[config.mk]
export PLATFORM = sky130hd
export DESIGN_NAME = irq_vector_ctrl
export DESIGN_NICKNAME = d
export VERILOG_FILES = /design/src/irq_ctrl_pkg.sv /design/src/reg_access_if.sv /design/src/irq_vector_ctrl.sv /design/src/axil_reg_slave.sv /design/src/return_stack_mem.sv
export SDC_FILE = /design/constraint.sdc
export NUM_CORES = 1
export LEC_CHECK = 0
export ABC_AREA = 1
export BUFFER_PORTS_ARGS = -buffer_cell sky130_fd_sc_hd__buf_2
export CAP_MARGIN = 0
export CORE_MARGIN = 2
export CORE_UTILIZATION = 54
export DETAILED_ROUTE_END_ITERATION = 10
export PLACE_DENSITY = 0.91
export RECOVER_POWER = 25
export SETUP_SLACK_MARGIN = 0.1
export SYNTH_ARGS = -nofsm -noshare
export SYNTH_HDL_FRONTEND = slang
export SYNTH_SLANG_ARGS = --single-unit
[constraint.sdc]
create_clock -name CLK_I -period 2.8 [get_ports CLK_I]
set_input_delay 0.56 -clock CLK_I [delete_from_list [all_inputs] [get_ports CLK_I]]
set_output_delay 0.56 -clock CLK_I [all_outputs]
set_load 0.02 [all_outputs]
[src/irq_ctrl_pkg.sv]
// Shared constants for the vectored interrupt controller.
// Assumes a single 200 MHz clock domain and an AXI4-Lite register port.
package irq_ctrl_pkg;

    // Register bus geometry.
    localparam int unsigned AXI_ADDR_W = 8;
    localparam int unsigned AXI_DATA_W = 32;
    localparam int unsigned REG_IDX_W  = 6;
    localparam int unsigned REG_W      = 8;

    // Register indices; the byte address is four times the index.
    localparam logic [REG_IDX_W-1:0] INT_CTRL_IDX = 6'h0B;
    localparam logic [REG_IDX_W-1:0] STACK_STAT_IDX = 6'h0C;

    // Field positions in interrupt_control.
    localparam int unsigned GIE_BIT      = 0;
    localparam int unsigned EN_LSB       = 1;
    localparam int unsigned FLAG_LSB     = 4;
    localparam int unsigned NUM_SRC      = 3;
    localparam logic [REG_W-1:0] INT_CTRL_RESET = 8'h00;

    // Source order is also priority order: pin, tick overflow, conversion done.
    localparam int unsigned SRC_PIN  = 0;
    localparam int unsigned SRC_TICK = 1;
    localparam int unsigned SRC_CONV = 2;

    // Program counter and vector addresses.
    localparam int unsigned PC_W = 12;
    localparam logic [PC_W-1:0] VEC_PIN  = 12'h004;
    localparam logic [PC_W-1:0] VEC_TICK = 12'h008;
    localparam logic [PC_W-1:0] VEC_CONV = 12'h00C;
    localparam logic [PC_W-1:0] PC_RESET = 12'h000;

    // Return stack geometry.
    localparam int unsigned STACK_DEPTH = 6;
    localparam int unsigned STACK_PTR_W = 3;
    localparam logic [STACK_PTR_W-1:0] STACK_FULL_CNT = 3'h6;
    localparam logic [STACK_PTR_W-1:0] STACK_LAST     = 3'h5;
    localparam logic [STACK_PTR_W-1:0] STACK_ZERO     = 3'h0;
    localparam logic [STACK_PTR_W-1:0] STACK_ONE      = 3'h1;

    // AXI responses.
    localparam logic [1:0] RESP_OKAY   = 2'h0;
    localparam logic [1:0] RESP_SLVERR = 2'h2;

endpackage

[src/reg_access_if.sv]
// Register access strobes between the AXI4-Lite slave and the controller core.
// Assumes both ends run on the same clock.
`timescale 1ns/1ps
interface reg_access_if;
    import irq_ctrl_pkg::*;
    logic                 wr_stb;
    logic [REG_IDX_W-1:0] wr_idx;
    logic [REG_W-1:0]     wr_data;
    logic                 wr_lane0;
    logic                 wr_ok;
    logic                 rd_stb;
    logic [REG_IDX_W-1:0] rd_idx;
    logic [REG_W-1:0]     rd_data;
    logic                 rd_ok;

    modport bus  (output wr_stb, wr_idx, wr_data, wr_lane0, rd_stb, rd_idx,
                  input wr_ok, rd_data, rd_ok);
    modport regs (input wr_stb, wr_idx, wr_data, wr_lane0, rd_stb, rd_idx,
                  output wr_ok, rd_data, rd_ok);
endinterface

[src/irq_vector_ctrl.sv]
// Vectored interrupt controller with return stack and power-down wake-up.
// Assumes the sequencer pulses call and return strobes for one cycle each,
// presents the current program counter on PC_I, and drives the second
// phase pulse once per machine cycle.
// Behaviour
// - Global enable low blocks every acknowledgment
// - Bits 1-3 enable pin, tick, conversion
// - Bits 4-6 hold flags; bit 7 reads zero
// - Pin falling edge sets pin flag
// - Pin request vectors to 04H, clears flag, enable
// - Tick overflow sets flag, vectors to 08H
// - Conversion done sets flag, vectors to 0CH
// - Flags still set while globally disabled
// - Software re-enable inside handler allows nesting
// - Full stack holds acknowledgment, flag stays pending
// - Acknowledgment pushes only the program counter
// - Service return sets enable; plain return not
// - Requests are evaluated on second phase pulse
// - Priority: pin, then tick, then conversion
// - Flags stay set until serviced or cleared
// - Request from a source whose flag was clear at power-down entry wakes
// - Return stack holds six entries
// - Flag already set at power-down disables wake
`timescale 1ns/1ps
module irq_vector_ctrl
    import irq_ctrl_pkg::*;
(
    // Clock and reset
    input  wire logic                                CLK_I,
    input  wire logic                                RSTN_I,
    // AXI4-Lite register port
    input  wire logic [irq_ctrl_pkg::AXI_ADDR_W-1:0] AWADDR_I,
    input  wire logic                                AWVALID_I,
    output logic                                     AWREADY_O,
    input  wire logic [irq_ctrl_pkg::AXI_DATA_W-1:0] WDATA_I,
    input  wire logic [3:0]                          WSTRB_I,
    input  wire logic                                WVALID_I,
    output logic                                     WREADY_O,
    output logic [1:0]                               BRESP_O,
    output logic                                     BVALID_O,
    input  wire logic                                BREADY_I,
    input  wire logic [irq_ctrl_pkg::AXI_ADDR_W-1:0] ARADDR_I,
    input  wire logic                                ARVALID_I,
    output logic                                     ARREADY_O,
    output logic [irq_ctrl_pkg::AXI_DATA_W-1:0]      RDATA_O,
    output logic [1:0]                               RRESP_O,
    output logic                                     RVALID_O,
    input  wire logic                                RREADY_I,
    // Request sources
    input  wire logic                                PIN_IRQ_N_I,
    input  wire logic                                TICK_OVF_I,
    input  wire logic                                CONV_DONE_I,
    // Sequencer
    input  wire logic                                PHASE2_I,
    input  wire logic [irq_ctrl_pkg::PC_W-1:0]       PC_I,
    input  wire logic                                SUB_CALL_I,
    input  wire logic                                SUB_RET_I,
    input  wire logic                                SVC_RET_I,
    input  wire logic                                POWER_DOWN_I,
    output logic                                     VEC_CALL_O,
    output logic [irq_ctrl_pkg::PC_W-1:0]            VEC_ADDR_O,
    output logic [irq_ctrl_pkg::PC_W-1:0]            RET_PC_O,
    output logic                                     RET_VALID_O,
    output logic                                     STACK_FULL_O,
    output logic                                     WAKE_O
);
    import irq_ctrl_pkg::*;

    reg_access_if regs ();

    logic                   gie_q, gie_d;
    logic [NUM_SRC-1:0]     en_q, en_d, flag_q, flag_d, armed_q, armed_d;
    logic [NUM_SRC-1:0]     set_ev, pend;
    logic                   pin_prev_q, pd_q, wake_d;
    logic [STACK_PTR_W-1:0] cnt_q, cnt_d, top_q, top_d, top_next, top_prev;
    logic                   full, pop, push, ack, ctrl_wr, ret_valid_d;
    logic [PC_W-1:0]        vaddr_d;
    logic [NUM_SRC-1:0]     ack_mask;

    axil_reg_slave u_slave (
        .clk_i     (CLK_I),
        .rst_ni    (RSTN_I),
        .awaddr_i  (AWADDR_I),
        .awvalid_i (AWVALID_I),
        .awready_o (AWREADY_O),
        .wdata_i   (WDATA_I),
        .wstrb_i   (WSTRB_I),
        .wvalid_i  (WVALID_I),
        .wready_o  (WREADY_O),
        .bresp_o   (BRESP_O),
        .bvalid_o  (BVALID_O),
        .bready_i  (BREADY_I),
        .araddr_i  (ARADDR_I),
        .arvalid_i (ARVALID_I),
        .arready_o (ARREADY_O),
        .rdata_o   (RDATA_O),
        .rresp_o   (RRESP_O),
        .rvalid_o  (RVALID_O),
        .rready_i  (RREADY_I),
        .regs      (regs.bus)
    );

    // Register decode and read mux.
    always_comb begin
        regs.wr_ok   = 1'b0;
        regs.rd_ok   = 1'b0;
        regs.rd_data = '0;
        if (regs.wr_idx == INT_CTRL_IDX) begin
            regs.wr_ok = 1'b1;
        end else if (regs.wr_idx == STACK_STAT_IDX) begin
            regs.wr_ok = 1'b1;
        end
        if (regs.rd_idx == INT_CTRL_IDX) begin
            regs.rd_ok   = 1'b1;
            regs.rd_data = {1'b0, flag_q, en_q, gie_q};
        end else if (regs.rd_idx == STACK_STAT_IDX) begin
            regs.rd_ok   = 1'b1;
            regs.rd_data = {4'h0, full, cnt_q};
        end
    end

    assign ctrl_wr = regs.wr_stb & regs.wr_lane0 & (regs.wr_idx == INT_CTRL_IDX);

    // Hardware request events.
    assign set_ev[SRC_PIN]  = pin_prev_q & ~PIN_IRQ_N_I;
    assign set_ev[SRC_TICK] = TICK_OVF_I;
    assign set_ev[SRC_CONV] = CONV_DONE_I;

    // Stack pointer arithmetic; the oldest entry is overwritten when a plain
    // call runs on a full stack, so only the latest six addresses survive.
    assign full     = (cnt_q == STACK_FULL_CNT);
    assign top_next = (top_q == STACK_LAST) ? STACK_ZERO : top_q + STACK_ONE;
    assign top_prev = (top_q == STACK_ZERO) ? STACK_LAST : top_q - STACK_ONE;
    assign pop      = (SUB_RET_I | SVC_RET_I) & (cnt_q != STACK_ZERO);

    // Acknowledge only on the phase pulse and never while the sequencer
    // itself moves the stack, which keeps one push or pop per cycle.
    assign pend = flag_q & en_q;
    assign ack  = PHASE2_I & gie_q & (|pend) & ~full
                  & ~SUB_CALL_I & ~pop;
    assign push = ack | SUB_CALL_I;

    // Fixed priority select of the serviced source.
    always_comb begin
        ack_mask = '0;
        vaddr_d  = VEC_ADDR_O;
        if (pend[SRC_PIN]) begin
            ack_mask[SRC_PIN] = 1'b1;
            vaddr_d           = VEC_PIN;
        end else if (pend[SRC_TICK]) begin
            ack_mask[SRC_TICK] = 1'b1;
            vaddr_d            = VEC_TICK;
        end else if (pend[SRC_CONV]) begin
            ack_mask[SRC_CONV] = 1'b1;
            vaddr_d            = VEC_CONV;
        end
        if (!ack) begin
            vaddr_d = VEC_ADDR_O;
        end
    end

    // Control register next state.
    always_comb begin
        gie_d  = gie_q;
        en_d   = en_q;
        flag_d = flag_q;
        if (ctrl_wr) begin
            gie_d  = regs.wr_data[GIE_BIT];
            en_d   = regs.wr_data[EN_LSB +: NUM_SRC];
            flag_d = regs.wr_data[FLAG_LSB +: NUM_SRC];
        end
        if (SVC_RET_I) begin
            gie_d = 1'b1;
        end
        if (ack) begin
            flag_d = flag_d & ~ack_mask;
            gie_d  = 1'b0;
        end
        flag_d = flag_d | set_ev;
    end

    // Stack next state.
    always_comb begin
        cnt_d       = cnt_q;
        top_d       = top_q;
        ret_valid_d = pop;
        if (push) begin
            top_d = top_next;
            if (!full) begin
                cnt_d = cnt_q + STACK_ONE;
            end
        end else if (pop) begin
            top_d = top_prev;
            cnt_d = cnt_q - STACK_ONE;
        end
    end

    // Wake-up arms on entry to power-down for sources whose flag is clear.
    always_comb begin
        armed_d = armed_q;
        if (POWER_DOWN_I && !pd_q) begin
            armed_d = ~flag_q;
        end
        wake_d = POWER_DOWN_I & pd_q & (|(set_ev & armed_q));
    end

    return_stack_mem u_stack (
        .clk_i     (CLK_I),
        .rst_ni    (RSTN_I),
        .wr_en_i   (push),
        .wr_idx_i  (top_q),
        .wr_data_i (PC_I),
        .rd_en_i   (pop),
        .rd_idx_i  (top_prev),
        .rd_data_o (RET_PC_O)
    );

    always_ff @(posedge CLK_I or negedge RSTN_I) begin
        if (!RSTN_I) begin
            gie_q        <= INT_CTRL_RESET[GIE_BIT];
            en_q         <= INT_CTRL_RESET[EN_LSB +: NUM_SRC];
            flag_q       <= INT_CTRL_RESET[FLAG_LSB +: NUM_SRC];
            armed_q      <= '0;
            pin_prev_q   <= 1'b1;
            pd_q         <= 1'b0;
            cnt_q        <= STACK_ZERO;
            top_q        <= STACK_ZERO;
            VEC_CALL_O   <= 1'b0;
            VEC_ADDR_O   <= PC_RESET;
            RET_VALID_O  <= 1'b0;
            STACK_FULL_O <= 1'b0;
            WAKE_O       <= 1'b0;
        end else begin
            gie_q        <= gie_d;
            en_q         <= en_d;
            flag_q       <= flag_d;
            armed_q      <= armed_d;
            pin_prev_q   <= PIN_IRQ_N_I;
            pd_q         <= POWER_DOWN_I;
            cnt_q        <= cnt_d;
            top_q        <= top_d;
            VEC_CALL_O   <= ack;
            VEC_ADDR_O   <= vaddr_d;
            RET_VALID_O  <= ret_valid_d;
            STACK_FULL_O <= (cnt_d == STACK_FULL_CNT);
            WAKE_O       <= wake_d;
        end
    end
endmodule

[src/axil_reg_slave.sv]
// AXI4-Lite slave that turns bus transfers into one-cycle register strobes.
// Assumes the register side answers wr_ok, rd_ok and rd_data combinationally.
`timescale 1ns/1ps
module axil_reg_slave
    import irq_ctrl_pkg::*;
(
    // Clock and reset
    input  wire logic                  clk_i,
    input  wire logic                  rst_ni,
    // AXI4-Lite
    input  wire logic [AXI_ADDR_W-1:0] awaddr_i,
    input  wire logic                  awvalid_i,
    output logic                       awready_o,
    input  wire logic [AXI_DATA_W-1:0] wdata_i,
    input  wire logic [3:0]            wstrb_i,
    input  wire logic                  wvalid_i,
    output logic                       wready_o,
    output logic [1:0]                 bresp_o,
    output logic                       bvalid_o,
    input  wire logic                  bready_i,
    input  wire logic [AXI_ADDR_W-1:0] araddr_i,
    input  wire logic                  arvalid_i,
    output logic                       arready_o,
    output logic [AXI_DATA_W-1:0]      rdata_o,
    output logic [1:0]                 rresp_o,
    output logic                       rvalid_o,
    input  wire logic                  rready_i,
    // Register side
    reg_access_if.bus                  regs
);
    logic                  aw_held_q, aw_held_d, w_held_q, w_held_d, ar_held_q, ar_held_d;
    logic [REG_IDX_W-1:0]  awidx_q, awidx_d, aridx_q, aridx_d;
    logic [REG_W-1:0]      wdata_q, wdata_d;
    logic                  lane0_q, lane0_d;
    logic                  awready_d, wready_d, arready_d, bvalid_d, rvalid_d;
    logic [1:0]            bresp_d, rresp_d;
    logic [AXI_DATA_W-1:0] rdata_d;
    logic                  do_wr;

    assign do_wr         = aw_held_q & w_held_q & ~bvalid_o;
    assign regs.wr_stb   = do_wr;
    assign regs.wr_idx   = awidx_q;
    assign regs.wr_data  = wdata_q;
    assign regs.wr_lane0 = lane0_q;
    assign regs.rd_stb   = ar_held_q;
    assign regs.rd_idx   = aridx_q;

    always_comb begin
        aw_held_d = aw_held_q;
        w_held_d  = w_held_q;
        ar_held_d = ar_held_q;
        awidx_d   = awidx_q;
        aridx_d   = aridx_q;
        wdata_d   = wdata_q;
        lane0_d   = lane0_q;
        bvalid_d  = bvalid_o;
        bresp_d   = bresp_o;
        rvalid_d  = rvalid_o;
        rresp_d   = rresp_o;
        rdata_d   = rdata_o;
        if (awvalid_i && awready_o) begin
            aw_held_d = 1'b1;
            awidx_d   = awaddr_i[AXI_ADDR_W-1:2];
        end
        if (wvalid_i && wready_o) begin
            w_held_d = 1'b1;
            wdata_d  = wdata_i[REG_W-1:0];
            lane0_d  = wstrb_i[0];
        end
        if (bvalid_o && bready_i) begin
            bvalid_d = 1'b0;
        end
        if (do_wr) begin
            aw_held_d = 1'b0;
            w_held_d  = 1'b0;
            bvalid_d  = 1'b1;
            bresp_d   = regs.wr_ok ? RESP_OKAY : RESP_SLVERR;
        end
        if (rvalid_o && rready_i) begin
            rvalid_d = 1'b0;
        end
        if (arvalid_i && arready_o) begin
            ar_held_d = 1'b1;
            aridx_d   = araddr_i[AXI_ADDR_W-1:2];
        end
        if (ar_held_q) begin
            ar_held_d = 1'b0;
            rvalid_d  = 1'b1;
            rresp_d   = regs.rd_ok ? RESP_OKAY : RESP_SLVERR;
            rdata_d   = {{(AXI_DATA_W-REG_W){1'b0}}, regs.rd_data};
        end
        // Each channel is refused until the previous response has been taken.
        awready_d = ~aw_held_d & ~bvalid_d;
        wready_d  = ~w_held_d & ~bvalid_d;
        arready_d = ~ar_held_d & ~rvalid_d;
    end

    always_ff @(posedge clk_i or negedge rst_ni) begin
        if (!rst_ni) begin
            aw_held_q <= 1'b0;
            w_held_q  <= 1'b0;
            ar_held_q <= 1'b0;
            awidx_q   <= '0;
            aridx_q   <= '0;
            wdata_q   <= '0;
            lane0_q   <= 1'b0;
            awready_o <= 1'b0;
            wready_o  <= 1'b0;
            arready_o <= 1'b0;
            bvalid_o  <= 1'b0;
            bresp_o   <= RESP_OKAY;
            rvalid_o  <= 1'b0;
            rresp_o   <= RESP_OKAY;
            rdata_o   <= '0;
        end else begin
            aw_held_q <= aw_held_d;
            w_held_q  <= w_held_d;
            ar_held_q <= ar_held_d;
            awidx_q   <= awidx_d;
            aridx_q   <= aridx_d;
            wdata_q   <= wdata_d;
            lane0_q   <= lane0_d;
            awready_o <= awready_d;
            wready_o  <= wready_d;
            arready_o <= arready_d;
            bvalid_o  <= bvalid_d;
            bresp_o   <= bresp_d;
            rvalid_o  <= rvalid_d;
            rresp_o   <= rresp_d;
            rdata_o   <= rdata_d;
        end
    end
endmodule

[src/return_stack_mem.sv]
// Six-entry return address memory with a registered read port.
// Assumes the caller never reads and writes the same entry in one cycle.
`timescale 1ns/1ps
module return_stack_mem
    import irq_ctrl_pkg::*;
(
    // Clock and reset
    input  wire logic                   clk_i,
    input  wire logic                   rst_ni,
    // Write port
    input  wire logic                   wr_en_i,
    input  wire logic [STACK_PTR_W-1:0] wr_idx_i,
    input  wire logic [PC_W-1:0]        wr_data_i,
    // Read port
    input  wire logic                   rd_en_i,
    input  wire logic [STACK_PTR_W-1:0] rd_idx_i,
    output logic [PC_W-1:0]             rd_data_o
);
    logic [PC_W-1:0] entry_q [STACK_DEPTH];
    logic [PC_W-1:0] rd_data_d;

    for (genvar i = 0; i < STACK_DEPTH; i++) begin : g_entry
        always_ff @(posedge clk_i) begin
            if (wr_en_i && (wr_idx_i == STACK_PTR_W'(i))) begin
                entry_q[i] <= wr_data_i;
            end
        end
    end

    always_comb begin
        rd_data_d = rd_data_o;
        if (rd_en_i) begin
            rd_data_d = entry_q[rd_idx_i];
        end
    end

    always_ff @(posedge clk_i or negedge rst_ni) begin
        if (!rst_ni) begin
            rd_data_o <= PC_RESET;
        end else begin
            rd_data_o <= rd_data_d;
        end
    end
endmodule

==> out/metrics.csv <==
metric,value,unit
finalSetupViolCount,0,
cp_data_arrival_time,2.39,ns
ios,148,
ctsHoldBuffers,0,
viasPerCell,5.211,
core_area,0.01142,mm²
max_stage_delay,0.44,ns
r2r_end,u_stack.entry_q[4][8]$_DFFE_PP_,
whs_path_depth,1,
portBuffers,78,
numCtsBuffers,17,
dieWidth,112.1,µm
critPathLaunch,cnt_q[0]$_DFF_PN0_,
routabilityCongestion,0.8445,
vias,4544,
hold_path.class,primary input to register,
pre_cts_ws,0.5466,ns
rsz0062_at_grt,false,
tns,0,ns
nets,802,
path_class,register to register,
ctsResizeCount,0,
maxSlewHeadroom,-20.18,%
globalRouteTotalUtil,20.98,%
layout_commonest_cell,nand2_1,
post-route-period-util,81.49,%
p_per_area,1101,mW/mm²
period_minus_slack,2.282,ns
drt_drc_violations_left,0,
crit_family,simple AND/OR/NAND/NOR gates,
wl_per_cell,14.50,µm
drt-total-wl,12650,µm
min_from,PIN_IRQ_N_I,
hpwl,7845,µm
syn_inst,624,
p_leak,3.370,nW
cts.sinks,145,
crit_buf_inv,4,
num-fill-cells,844,
worst_pin_slew,1.803,ns
ys_seq_area_share,63.27,%
drt_first_pass_iters,5,
clkTransAtPathRegs,0.06,ns
irDropWorstVdd,772.5,µV
synth_area,0.006306,mm²
grt_overflow,0,
die_area,0.01256,mm²
synth_cell_types,34,
slowest_stage,dfrtp_1,
drive_above_1_share,16.60,%
layout_common_cells,"nand2_1 (200), dfrtp_1 (72), edfxtp_1 (72), buf_2 (64), nor2_1 (49)",
start_util,55.23,%
min_to,pin_prev_q$_DFF_PN1_,
max_freq,438.3,MHz
reg2reg_setup_slack,0.52,ns
drv_cap,1,
hold_viol,0,
clock_path_buffers,2,
rows,39,
grt_pass1_vias,4279,
start_kind,register,
num_antenna_cells,0,
grt_pass1_wl,20430,µm
root_buffer,clkbuf_16,
cts_tree,yes,
setup_slack,0.5184,ns
detail-route-antenna-nets,0,
synth-seq-cells,145,
crit_required,2.91,ns
violations,"max-capacitance violations, max-slew violations",
post_cts_buffers,0,
drt_first_iter_violations,542,
syn_to_final_growth,15.36,%
status,"complete, but fails checks",
htree_levels,4,
reg2regPathDepth,10,
grt_max_degree,74,
clock_latency,0.42,ns
die_h,112.1,µm
end_kind,register,
finClkSkew,0.009002,ns
worstPathCellList,inv_1 -> ha_1 -> nand2_1 -> inv_1 -> nor2_2 -> nand3_4 -> nand2_4 -> inv_2 -> nor2_1 -> buf_4,
cp_max_fo,10,
rr_startpoint,cnt_q[0]$_DFF_PN0_,
yosys_warnings,0,
antenna_found_initial,0,
syn_avg_cell_area,10.11,µm²
finalMaxSlewViolations,74,
path_common_cell,inv_1,
[per-stage QoR]
stage	cells	hold slack [ns]	util (%)	power, mW	area, µm²
CTS	872	0.2325	63.87	8.038	7293
detailed placement	840	0.4605	59.02	5.908	6739
global placement	840	0.4588	59.02	5.796	6739
global route	872	0.2292	63.71	8.539	7274
floorplan	660	0.2644	-	5.157	6441
finish	872	0.2497	63.71	8.008	7274
[cell type report]
type | count | area, µm² | share of cell area (%)
clock buffers | 19 | 432.9 | 5.951
clock inverters | 13 | 121.4 | 1.668
inverters | 40 | 150.1 | 2.064
multi-input cells | 422 | 1937 | 26.63
flip-flops and latches | 145 | 3990 | 54.85
well taps | 143 | 178.9 | 2.460
repair buffers | 90 | 464.2 | 6.381
[routing by layer]
layer	routed length [µm]	track usage (%)	vias up
met5	0	0	-
met4	189	7.724	0
met3	998	6.749	20
met2	6230	33.86	194
met1	5228	26.96	2160
li1	-	-	2170
[worst max path at each step]
stage / to / slack [ns] / depth (start not counted)
after CTS: u_stack.entry_q[4][5]$_DFFE_PP_ / 0.52 / 10
after floorplan: u_stack.entry_q[2][0]$_DFFE_PP_ / 0.22 / 9
after detailed placement: u_stack.entry_q[4][4]$_DFFE_PP_ / 0.55 / 10
final: u_stack.entry_q[4][8]$_DFFE_PP_ / 0.52 / 10
after global routing: u_stack.entry_q[4][5]$_DFFE_PP_ / 0.31 / 10
after global placement: u_stack.entry_q[4][10]$_DFFE_PP_ / 0.58 / 10
[cell families (layout without fill, tap and decap cells)]
kind of cell	count (synthesis)	count (layout)	share of synthesized area, %
AO/OA/AOI/OAI	56	56	4.663
XOR/XNOR	2	2	0.2778
adder cells (fa/ha/maj)	7	7	1.389
buffers and inverters	93	162	8.155
flip-flops	145	145	63.27
multiplexers	3	3	0.5357
other	1	37	0.05947
AND/OR/NAND/NOR	317	317	21.65
[synthesized netlist by cell type]
library cell / instances / area share (%)
a21boi_0: 1 / 0.12
a21oi_1: 29 / 2.3
a31oi_1: 1 / 0.099
buf_1: 1 / 0.059
buf_2: 6 / 0.48
buf_4: 40 / 4.8
buf_6: 1 / 0.18
clkbuf_1: 5 / 0.30
clkinv_1: 1 / 0.059
conb_1: 1 / 0.059
dfrtp_1: 72 / 29
dfstp_2: 1 / 0.42
edfxtp_1: 72 / 34
ha_1: 7 / 1.4
inv_1: 36 / 2.1
inv_2: 3 / 0.18
mux2_2: 3 / 0.54
nand2_1: 200 / 12
nand2_4: 1 / 0.18
nand3_1: 42 / 3.3
nand3_4: 1 / 0.28
nand3b_1: 1 / 0.12
nand4_1: 15 / 1.5
nor2_1: 49 / 2.9
nor2_2: 1 / 0.099
nor2_4: 2 / 0.36
nor2_8: 1 / 0.32
nor3_1: 2 / 0.16
nor3_2: 1 / 0.16
nor4_4: 1 / 0.34
o21a_1: 2 / 0.24
o21ai_0: 21 / 1.7
o21bai_1: 2 / 0.24
xor2_1: 2 / 0.28
[flip-flops by register name, indices dropped and copies added (netlist names), 2 cells and up]
name,count
en_q,3
cnt_q,3
VEC_ADDR_O,2
u_slave.regs.rd_idx,6
flag_q,3
u_stack.rd_data_o,12
armed_q,3
u_stack.entry_q,72
u_slave.regs.wr_idx,6
u_slave.rdata_o,7
top_q,3
u_slave.regs.wr_data,7
[where the power goes]
group	switching [mW]	leakage, nW	total [mW]	internal (mW)
sequential	0.285	1.55	3.10	2.81
clock	0.805	0.270	2.10	1.29
combinational	1.91	1.55	2.82	0.901
total	3.00	3.37	8.01	5.00
Power figures use the tool's default switching activity.
